<file path="src/stats_pkg.sv">
// shared constants for the statistics counter bank
package stats_pkg;
	localparam int COUNTER_COUNT = 12;
	localparam int COUNTER_WIDTH = 32;
	localparam int INDEX_WIDTH = 4;
	// counter byte offsets inside the dump image
	localparam logic [7:0] OFS_TX_GOOD = 8'h00;
	localparam logic [7:0] OFS_RETRY_LIMIT = 8'h04;
	localparam logic [7:0] OFS_LATE_COL = 8'h08;
	localparam logic [7:0] OFS_UNDERRUN = 8'h0C;
	localparam logic [7:0] OFS_LOST_CRS = 8'h10;
	localparam logic [7:0] OFS_DEFERRED = 8'h14;
	localparam logic [7:0] OFS_SINGLE_COL = 8'h18;
	localparam logic [7:0] OFS_MULTI_COL = 8'h1C;
	localparam logic [7:0] OFS_TOTAL_COL = 8'h20;
	localparam logic [7:0] OFS_RX_GOOD = 8'h24;
	localparam logic [7:0] OFS_CRC_ERR = 8'h28;
	localparam logic [7:0] OFS_ALIGN_ERR = 8'h2C;
	// counter indices
	localparam logic [3:0] IDX_TX_GOOD = 4'h0;
	localparam logic [3:0] IDX_RETRY_LIMIT = 4'h1;
	localparam logic [3:0] IDX_LATE_COL = 4'h2;
	localparam logic [3:0] IDX_UNDERRUN = 4'h3;
	localparam logic [3:0] IDX_LOST_CRS = 4'h4;
	localparam logic [3:0] IDX_DEFERRED = 4'h5;
	localparam logic [3:0] IDX_SINGLE_COL = 4'h6;
	localparam logic [3:0] IDX_MULTI_COL = 4'h7;
	localparam logic [3:0] IDX_TOTAL_COL = 4'h8;
	localparam logic [3:0] IDX_RX_GOOD = 4'h9;
	localparam logic [3:0] IDX_CRC_ERR = 4'hA;
	localparam logic [3:0] IDX_ALIGN_ERR = 4'hB;
	localparam logic [3:0] IDX_LAST = 4'hB;
	localparam logic [31:0] COUNTER_RESET = 32'h00000000;
	localparam logic [3:0] COLL_WIDTH_ONE = 4'h1;
	localparam logic [3:0] COLL_ZERO = 4'h0;
	localparam logic [3:0] OPC_DUMP = 4'h5;
	localparam logic [3:0] OPC_DUMP_RESET = 4'h7;
	localparam logic [31:0] ADDR_RESET = 32'h00000000;
endpackage

</file>
<file path="src/stats_event_if.sv">
// frame completion events between the capture stage and the counter bank
`timescale 1ns/1ps
`default_nettype none
interface stats_event_if;
	logic [stats_pkg::COUNTER_COUNT-1:0] inc;
	logic [3:0] coll_add;
	logic clear_all;
	logic [stats_pkg::INDEX_WIDTH-1:0] rd_index;
	logic [31:0] rd_data;
	modport ctrl (output inc, output coll_add, output clear_all, output rd_index, input rd_data);
	modport bank (input inc, input coll_add, input clear_all, input rd_index, output rd_data);
endinterface
`default_nettype wire

</file>
<file path="src/stats_counter_bank.sv">
// twelve wrapping 32-bit counters with a registered read port
`timescale 1ns/1ps
`default_nettype none
module stats_counter_bank (
	// clock and reset
	input wire logic core_clk,
	input wire logic reset,
	// event and read side
	stats_event_if.bank ev
);
	logic [31:0] count_r [stats_pkg::COUNTER_COUNT];
	logic [31:0] rd_data_r;

	////////////////////////////////////////////////////////////////
	// counters: free wrap past all ones, clear only to zero
	always_ff @(posedge core_clk or posedge reset) begin
		if (reset) begin
			for (int i = 0; i < stats_pkg::COUNTER_COUNT; i++) begin
				count_r[i] <= stats_pkg::COUNTER_RESET;
			end
		end else begin
			for (int i = 0; i < stats_pkg::COUNTER_COUNT; i++) begin
				if (ev.clear_all) begin
					count_r[i] <= stats_pkg::COUNTER_RESET;
				end else if (i == int'(stats_pkg::IDX_TOTAL_COL)) begin
					count_r[i] <= count_r[i] + {28'h0000000, ev.coll_add};
				end else if (ev.inc[i]) begin
					count_r[i] <= count_r[i] + 32'h00000001;
				end
			end
		end
	end

	always_ff @(posedge core_clk or posedge reset) begin
		if (reset) begin
			rd_data_r <= stats_pkg::COUNTER_RESET;
		end else begin
			rd_data_r <= count_r[ev.rd_index];
		end
	end

	assign ev.rd_data = rd_data_r;
endmodule // stats_counter_bank
`default_nettype wire

</file>
<file path="src/mac_statistics_counters.sv">
// network statistics counter bank with dump engine
//
// Behaviour
// counters update only when frame processing ends
// counters reach software only through dump commands
// offset 0 counts frames done on link
// offset 4 counts retry limit drops
// offset 8 counts late collision drops
// offset 12 counts underruns, maybe repeatedly
// offset 16 counts frames with lost carrier
// offset 20 counts deferred frames
// offset 24 counts exactly one collision success
// offset 28 counts multi collision successes
// offset 32 adds every transmit collision
// offset 36 counts good frames stored fully
// offset 40 counts aligned crc errors once
// offset 44 counts misaligned crc errors
// crc, alignment, short classes are exclusive
// counters are 32 bits, wrap silently
// reset clears all counters, no preload
// one frame may bump several counters
// dump writes words, dump-reset then clears
// events during dump are never lost; code holds one pending event per flag counter, collisions in 4 bits
`timescale 1ns/1ps
`default_nettype none
module mac_statistics_counters (
	// clock and reset
	input wire logic core_clk,
	input wire logic reset,
	// transmit completion, one-cycle strobe at end of link transmission
	input wire logic tx_done,
	input wire logic tx_ok,
	input wire logic tx_retry_limit,
	input wire logic tx_late_collision,
	input wire logic tx_lost_carrier,
	input wire logic tx_deferred,
	input wire logic [3:0] tx_collisions,
	// underrun strobe, once per underrun attempt
	input wire logic tx_underrun,
	// receive completion, strobe after last byte stored in memory
	input wire logic rx_done,
	input wire logic rx_ok,
	input wire logic rx_crc_error,
	input wire logic rx_misaligned,
	input wire logic rx_short,
	input wire logic rx_symbol_error,
	// command unit
	input wire logic load_dump_addr,
	input wire logic [31:0] general_pointer,
	input wire logic cmd_valid,
	input wire logic [3:0] command_unit_opcode,
	// dump write port toward memory
	output logic wr_valid,
	output logic [31:0] wr_addr,
	output logic [31:0] wr_data,
	input wire logic wr_ready,
	output logic dump_busy,
	output logic dump_done
);
	typedef enum logic [1:0] {IDLE, READ, WRITE, FINISH} dump_state_type;

	stats_event_if ev ();
	stats_counter_bank u_bank (.core_clk(core_clk), .reset(reset), .ev(ev));

	dump_state_type state_r;
	logic [3:0] index_r;
	logic reset_after_r;
	logic [31:0] dump_addr_r;
	logic wr_valid_r;
	logic [31:0] wr_addr_r;
	logic [31:0] wr_data_r;
	logic dump_done_r;
	logic [11:0] inc_nxt;
	logic [3:0] coll_nxt;
	logic freeze;
	logic [11:0] held_inc_r;
	logic [3:0] held_coll_r;

	function automatic logic [31:0] word_addr(input logic [31:0] base, input logic [3:0] idx);
		word_addr = base + {26'h0, idx, 2'b00};
	endfunction

	////////////////////////////////////////////////////////////////
	// classify frame end strobes into counter increments
	always_comb begin
		logic crc_class;
		logic align_class;
		crc_class = rx_done && !rx_short && !rx_misaligned && (rx_crc_error || rx_symbol_error);
		align_class = rx_done && !rx_short && rx_misaligned && rx_crc_error;
		inc_nxt = '0;
		inc_nxt[stats_pkg::IDX_TX_GOOD] = tx_done && tx_ok;
		inc_nxt[stats_pkg::IDX_RETRY_LIMIT] = tx_done && tx_retry_limit;
		inc_nxt[stats_pkg::IDX_LATE_COL] = tx_done && tx_late_collision;
		inc_nxt[stats_pkg::IDX_UNDERRUN] = tx_underrun;
		inc_nxt[stats_pkg::IDX_LOST_CRS] = tx_done && tx_ok && tx_lost_carrier;
		inc_nxt[stats_pkg::IDX_DEFERRED] = tx_done && tx_deferred;
		inc_nxt[stats_pkg::IDX_SINGLE_COL] = tx_done && tx_ok
			&& tx_collisions == stats_pkg::COLL_WIDTH_ONE;
		inc_nxt[stats_pkg::IDX_MULTI_COL] = tx_done && tx_ok
			&& tx_collisions > stats_pkg::COLL_WIDTH_ONE;
		inc_nxt[stats_pkg::IDX_RX_GOOD] = rx_done && rx_ok;
		inc_nxt[stats_pkg::IDX_CRC_ERR] = crc_class;
		inc_nxt[stats_pkg::IDX_ALIGN_ERR] = align_class;
		coll_nxt = tx_done ? tx_collisions : stats_pkg::COLL_ZERO;
	end

	////////////////////////////////////////////////////////////////
	// events during a dump are held, then applied after the snapshot
	// only one pending event per flag counter fits, held collisions add in 4 bits; frames are far longer than a dump
	assign freeze = (state_r != IDLE);

	always_ff @(posedge core_clk or posedge reset) begin
		if (reset) begin
			held_inc_r <= '0;
			held_coll_r <= stats_pkg::COLL_ZERO;
		end else if (freeze) begin
			held_inc_r <= held_inc_r | inc_nxt;
			held_coll_r <= 4'(held_coll_r + coll_nxt);
		end else begin
			held_inc_r <= '0;
			held_coll_r <= stats_pkg::COLL_ZERO;
		end
	end

	assign ev.inc = freeze ? '0 : (inc_nxt | held_inc_r);
	assign ev.coll_add = freeze ? stats_pkg::COLL_ZERO : 4'(coll_nxt + held_coll_r);
	assign ev.clear_all = (state_r == FINISH) && reset_after_r;
	assign ev.rd_index = index_r;

	////////////////////////////////////////////////////////////////
	// dump address and dump sequencer
	always_ff @(posedge core_clk or posedge reset) begin
		if (reset) begin
			dump_addr_r <= stats_pkg::ADDR_RESET;
		end else if (load_dump_addr) begin
			dump_addr_r <= general_pointer;
		end
	end

	always_ff @(posedge core_clk or posedge reset) begin
		if (reset) begin
			state_r <= IDLE;
			index_r <= 4'h0;
			reset_after_r <= 1'b0;
			wr_valid_r <= 1'b0;
			wr_addr_r <= stats_pkg::ADDR_RESET;
			wr_data_r <= stats_pkg::COUNTER_RESET;
			dump_done_r <= 1'b0;
		end else begin
			dump_done_r <= 1'b0;
			case (state_r)
				IDLE: begin
					if (cmd_valid && (command_unit_opcode == stats_pkg::OPC_DUMP
						|| command_unit_opcode == stats_pkg::OPC_DUMP_RESET)) begin
						state_r <= READ;
						index_r <= 4'h0;
						reset_after_r <= command_unit_opcode == stats_pkg::OPC_DUMP_RESET;
					end
				end
				READ: begin
					state_r <= WRITE;
				end
				WRITE: begin
					if (!wr_valid_r) begin
						wr_valid_r <= 1'b1;
						wr_addr_r <= word_addr(dump_addr_r, index_r);
						wr_data_r <= ev.rd_data;
					end else if (wr_ready) begin
						wr_valid_r <= 1'b0;
						if (index_r == stats_pkg::IDX_LAST) begin
							state_r <= FINISH;
						end else begin
							index_r <= index_r + 4'h1;
							state_r <= READ;
						end
					end
				end
				FINISH: begin
					state_r <= IDLE;
					dump_done_r <= 1'b1;
				end
				default: begin
					state_r <= IDLE;
				end
			endcase
		end
	end

	always_ff @(posedge core_clk or posedge reset) begin
		if (reset) begin
			dump_busy <= 1'b0;
		end else begin
			dump_busy <= freeze || (cmd_valid && (command_unit_opcode == stats_pkg::OPC_DUMP
				|| command_unit_opcode == stats_pkg::OPC_DUMP_RESET));
		end
	end

	assign wr_valid = wr_valid_r;
	assign wr_addr = wr_addr_r;
	assign wr_data = wr_data_r;
	assign dump_done = dump_done_r;

	////////////////////////////////////////////////////////////////
	// checks
	property p_crc_align_excl;
		@(posedge core_clk) disable iff (reset)
		!(ev.inc[stats_pkg::IDX_CRC_ERR] && ev.inc[stats_pkg::IDX_ALIGN_ERR]);
	endproperty
	a_crc_align_excl: assert property (p_crc_align_excl) else $error("crc and align both counted");

	property p_short_blocks;
		@(posedge core_clk) disable iff (reset)
		(rx_done && rx_short) |-> !inc_nxt[stats_pkg::IDX_CRC_ERR] && !inc_nxt[stats_pkg::IDX_ALIGN_ERR];
	endproperty
	a_short_blocks: assert property (p_short_blocks) else $error("short frame counted as crc");

	property p_no_inc_while_dump;
		@(posedge core_clk) disable iff (reset)
		freeze |-> ev.inc == '0 && ev.coll_add == stats_pkg::COLL_ZERO;
	endproperty
	a_no_inc_while_dump: assert property (p_no_inc_while_dump) else $error("count moved mid dump");

	property p_held_applied;
		@(posedge core_clk) disable iff (reset)
		freeze && inc_nxt[stats_pkg::IDX_TX_GOOD] |-> ##[1:1000] ev.inc[stats_pkg::IDX_TX_GOOD];
	endproperty
	a_held_applied: assert property (p_held_applied) else $error("held event lost");

	property p_tx_good_end;
		@(posedge core_clk) disable iff (reset)
		!tx_done |-> !inc_nxt[stats_pkg::IDX_TX_GOOD] && !inc_nxt[stats_pkg::IDX_RETRY_LIMIT];
	endproperty
	a_tx_good_end: assert property (p_tx_good_end) else $error("tx counted outside frame end");

	property p_rx_good_end;
		@(posedge core_clk) disable iff (reset)
		!rx_done |-> !inc_nxt[stats_pkg::IDX_RX_GOOD];
	endproperty
	a_rx_good_end: assert property (p_rx_good_end) else $error("rx counted outside frame end");

	property p_single_multi;
		@(posedge core_clk) disable iff (reset)
		!(inc_nxt[stats_pkg::IDX_SINGLE_COL] && inc_nxt[stats_pkg::IDX_MULTI_COL]);
	endproperty
	a_single_multi: assert property (p_single_multi) else $error("single and multi both");

	property p_addr_step;
		@(posedge core_clk) disable iff (reset)
		$rose(wr_valid) |-> wr_addr == word_addr(dump_addr_r, index_r);
	endproperty
	a_addr_step: assert property (p_addr_step) else $error("dump word address wrong");

	property p_clear_only_reset;
		@(posedge core_clk) disable iff (reset)
		ev.clear_all |-> reset_after_r ##1 dump_done;
	endproperty
	a_clear_only_reset: assert property (p_clear_only_reset) else $error("clear without reset dump");

	property p_wr_hold;
		@(posedge core_clk) disable iff (reset)
		wr_valid && !wr_ready |=> wr_valid && $stable(wr_addr) && $stable(wr_data);
	endproperty
	a_wr_hold: assert property (p_wr_hold) else $error("dump word moved before accept");

	property p_done_pulse;
		@(posedge core_clk) disable iff (reset)
		dump_done |=> !dump_done;
	endproperty
	a_done_pulse: assert property (p_done_pulse) else $error("dump done longer than a cycle");

	property p_cmd_starts;
		@(posedge core_clk) disable iff (reset)
		state_r == IDLE && cmd_valid
			&& (command_unit_opcode == stats_pkg::OPC_DUMP
			|| command_unit_opcode == stats_pkg::OPC_DUMP_RESET)
			|=> dump_busy && state_r == READ;
	endproperty
	a_cmd_starts: assert property (p_cmd_starts) else $error("dump command not taken");

	property p_other_ignored;
		@(posedge core_clk) disable iff (reset)
		state_r == IDLE && command_unit_opcode != stats_pkg::OPC_DUMP
			&& command_unit_opcode != stats_pkg::OPC_DUMP_RESET |=> state_r == IDLE;
	endproperty
	a_other_ignored: assert property (p_other_ignored) else $error("other opcode started dump");

	property p_idle_quiet;
		@(posedge core_clk) disable iff (reset)
		state_r == IDLE |-> !wr_valid;
	endproperty
	a_idle_quiet: assert property (p_idle_quiet) else $error("word offered outside a dump");

	property p_underrun_counted;
		@(posedge core_clk) disable iff (reset)
		tx_underrun && !freeze |-> ev.inc[stats_pkg::IDX_UNDERRUN];
	endproperty
	a_underrun_counted: assert property (p_underrun_counted) else $error("underrun not counted");

	property p_coll_added;
		@(posedge core_clk) disable iff (reset)
		tx_done && !freeze && held_coll_r == stats_pkg::COLL_ZERO |-> ev.coll_add == tx_collisions;
	endproperty
	a_coll_added: assert property (p_coll_added) else $error("collisions not added");

	property p_lost_needs_ok;
		@(posedge core_clk) disable iff (reset)
		inc_nxt[stats_pkg::IDX_LOST_CRS] |-> tx_done && tx_ok;
	endproperty
	a_lost_needs_ok: assert property (p_lost_needs_ok) else $error("lost carrier on failed frame");
endmodule // mac_statistics_counters
`default_nettype wire

</file>
<file path="config.mk">
export PLATFORM = sky130hd
export DESIGN_NAME = mac_statistics_counters
export DESIGN_NICKNAME = d
export VERILOG_FILES = /design/src/stats_pkg.sv /design/src/stats_event_if.sv /design/src/stats_counter_bank.sv /design/src/mac_statistics_counters.sv
export SDC_FILE = /design/constraint.sdc
export NUM_CORES = 1
export LEC_CHECK = 0
export ABC_AREA = 0
export BUFFER_PORTS_ARGS = -buffer_cell sky130_fd_sc_hd__buf_4
export CAP_MARGIN = 30
export CORE_MARGIN = 2
export CORE_UTILIZATION = 30
export DETAILED_ROUTE_END_ITERATION = 16
export GPL_ROUTABILITY_DRIVEN = 0
export GPL_TIMING_DRIVEN = 1
export HOLD_SLACK_MARGIN = 0.03
export PLACE_DENSITY = 0.44
export SETUP_SLACK_MARGIN = 0.1
export SLEW_MARGIN = 40
export SYNTH_ARGS = -nofsm -noshare
export SYNTH_HDL_FRONTEND = slang
export SYNTH_SLANG_ARGS = --single-unit
</file>
<file path="constraint.sdc">
create_clock -name core_clk -period 22.5 [get_ports core_clk]
set_input_delay 1.125 -clock core_clk [delete_from_list [all_inputs] [get_ports core_clk]]
set_output_delay 1.125 -clock core_clk [all_outputs]
set_load 0.01 [all_outputs]
</file>
==> results_dict.tcl <==
set metrics [dict create \
    power_frac_seq 0.417 \
    cp-end-kind "flop" \
    grt_max_degree 105 \
    worstPathRequired_ns 23.07 \
    hp-class "reg -> reg" \
    die_h_um 312.5 \
    wl_per_cell_um 21.63 \
    synth_fp_nets 2941 \
    cp.arrival_ns 4.51 \
    post_drt_via_cell_ratio 5.284 \
    drv_slew 0 \
    grt_pass1_wl_mm 142.2 \
    cap_violations 0 \
    io_pins 125 \
    antenna_found_initial 2 \
    pwr_density_cell_mw_per_mm2 100.9 \
    ir_drop_v 0.00006642 \
    routed_wl_mm 92.10 \
    hold_depth 2 \
    cts_max_path_buffers 3 \
    pwr-share-clk 0.312 \
    cts_tree "yes" \
    cts_resized 0 \
    hpwl_mm 66.22 \
    synth-main-ff-cell "dfrtp_1" \
    synth_commonest_cells "dfrtp_1, nor2_1, nand2_1" \
    dr_total_vias 22500 \
    leakagePower_nw 14.06 \
    nets 3026 \
    coreArea_mm2 0.09459 \
    syn_inst 2857 \
    tns_ns 0 \
    synth_most_common_cell "dfrtp_1" \
    cts_hold_buf 0 \
    drtIter0Drc 1786 \
    intPower_mw 2.159 \
    start_kind "flop" \
    cp_max_fo 16 \
    share_comb_of_total_power 0.271 \
    reg2reg_slack_ns 18.56 \
    cts-buffers-inserted 61 \
    first_pass_iters 5 \
    period_share 0.1751 \
    drive_gt1_frac 0.1460 \
    clkLatencyLatePin_ns 0.65 \
    syn-cell-area_mm2 0.02854 \
    synthDistinctLibCells 64 \
    period_needed_ns 3.940 \
    synth_warnings 0 \
    worstRegToRegCells 11 \
    die_w_um 312.5 \
    setup_viol 0 \
    switching_power_mw 1.185 \
    relSlewSlack 0.4399 \
    p_sw_frac 0.3545 \
    hold_viol_final 0 \
    grtUsageTotal 0.1884 \
    criticalPathCategory "reg -> reg" \
    skew_ns 0.02429 \
    rsz0062_at_grt "false" \
    root_buffer "clkbuf_16" \
    cts_sinks 537 \
    synth_top_area_share 0.4708 \
    avgSynthCellArea_um2 9.990 \
    drc 0 \
    async_flop_share 1.000 \
    start_util 0.3018 \
    die_area_mm2 0.09763 \
    fmax_ghz 0.2538 \
    status "complete, no violations" \
    ant_nets 0 \
    synth-edff-count 0 \
    tightest_slew_ns 0.8332 \
    ys_seq_elements 537 \
    cts_setup_buffers 0 \
    grt_pass1_vias 21990 \
    power_mw 3.344 \
    num_rows 113 \
    synth-seq-area-share 0.4708 \
    portBuffers 124 \
    area_delta_synth_final_pct 16.11 \
    antennaDiodeCount 0 \
    h-tree-depth 2 \
    yosys-top-cells-area "dfrtp_1, mux4_2, xor2_1, nor2_1, nand2_1" \
    yosysTopAreaCell "dfrtp_1" \
    grt-ovfl-total 0 \
    clk_pin_slew_ns 0.06 \
]
[layout make-up]
cell class	count	area [um2]
Sequential cell	537	13450
Multi-Input combinational cell	2095	14320
Timing Repair Buffer	173	1413
Tap cell	1265	1583
Clock buffer	95	1844
Fill cell	9473	61450
Inverter	74	290.3
Clock inverter	19	245.2
[layout by cell type (no fill, tap or decap), drive strengths merged, types with 87 or more instances in the layout]
master / count
buf: 172
clkbuf: 96
dfrtp: 537
mux4: 96
nand2: 318
nand3: 158
nand4: 157
nor2: 338
o21ai: 93
xnor2: 87
xor2: 198
[critical path, stage by stage, from the launching register on]
cell	delay (ns)
dfrtp_1	0.55
nor2_2	0.67
buf_4	0.38
and2_1	0.17
ha_1	0.17
inv_1	0.05
fa_1	0.37
nor2b_1	0.19
o31a_1	0.55
nand3_1	0.24
or3_1	0.38
a21oi_1	0.14
[flip-flops by register name, indices dropped and copies added, names as in the netlist]
signal	flops
dump_done	1
wr_data	32
wr_addr	32
state_r	2
held_coll_r	4
u_bank.ev.rd_data	32
dump_addr_r	32
held_inc_r	11
reset_after_r	1
u_bank.count_r	384
ev.rd_index	4
wr_valid	1
dump_busy	1
[per-layer routing]
| layer | up-vias | routed length (um) | global-route usage |
|---|---|---|---|
| met3 | 121 | 4854 | 0.02780 |
| met4 | 2 | 2509 | 0.05431 |
| met1 | 11380 | 44110 | 0.2807 |
| li1 | 10370 | - | - |
| met2 | 622 | 40610 | 0.2824 |
| met5 | - | 12 | 0 |
[path summary, 6_finish.rpt]
kind                                            start                  end
worst max-delay path                       state_r[0]  u_bank.count_r[122]
worst min-delay path            u_bank.ev.rd_data[29]          wr_data[29]
worst max register to register             state_r[0]  u_bank.count_r[122]
worst min register to register  u_bank.ev.rd_data[29]          wr_data[29]
max in group asynchronous                       reset   u_bank.count_r[61]
min in group asynchronous                       reset      dump_addr_r[11]
[power by group through the flow]
stage / logic [mW] / registers [mW] / clock network [mW]
final: 0.906 / 1.40 / 1.04
after floorplan: 0.599 / 1.32 / 0
after global routing: 1.00 / 1.42 / 1.11
after global placement: 0.883 / 1.41 / 0
after CTS: 0.907 / 1.40 / 1.08
after detailed placement: 0.903 / 1.42 / 0
[cell families after synthesis]
| kind of cell | share of synthesized area |
|---|---|
| AO/OA/AOI/OAI | 0.05800 |
| XOR/XNOR | 0.08745 |
| adder cells (fa/ha/maj) | 0.01219 |
| buffers and inverters | 0.03095 |
| flip-flops | 0.4708 |
| multiplexers | 0.1117 |
| AND/OR/NAND/NOR | 0.2290 |
[metrics by stage]
| step | cells | area, um2 | hold slack [ns] | setup slack, ns | utilization |
|---|---|---|---|---|---|
| global route | 4258 | 33140 | 0.4623 | 18.25 | 0.3504 |
| floorplan | 2857 | 28540 | 0.4143 | 6.366 | - |
| finish | 4258 | 33140 | 0.4378 | 18.56 | 0.3504 |
| CTS | 4255 | 33040 | 0.4330 | 18.55 | 0.3493 |
| global placement | 4137 | 30830 | 0.4248 | 17.77 | 0.3260 |
| detailed placement | 4141 | 30950 | 0.4211 | 18.23 | 0.3272 |
No activity file was read; power rests on OpenSTA's default activity.
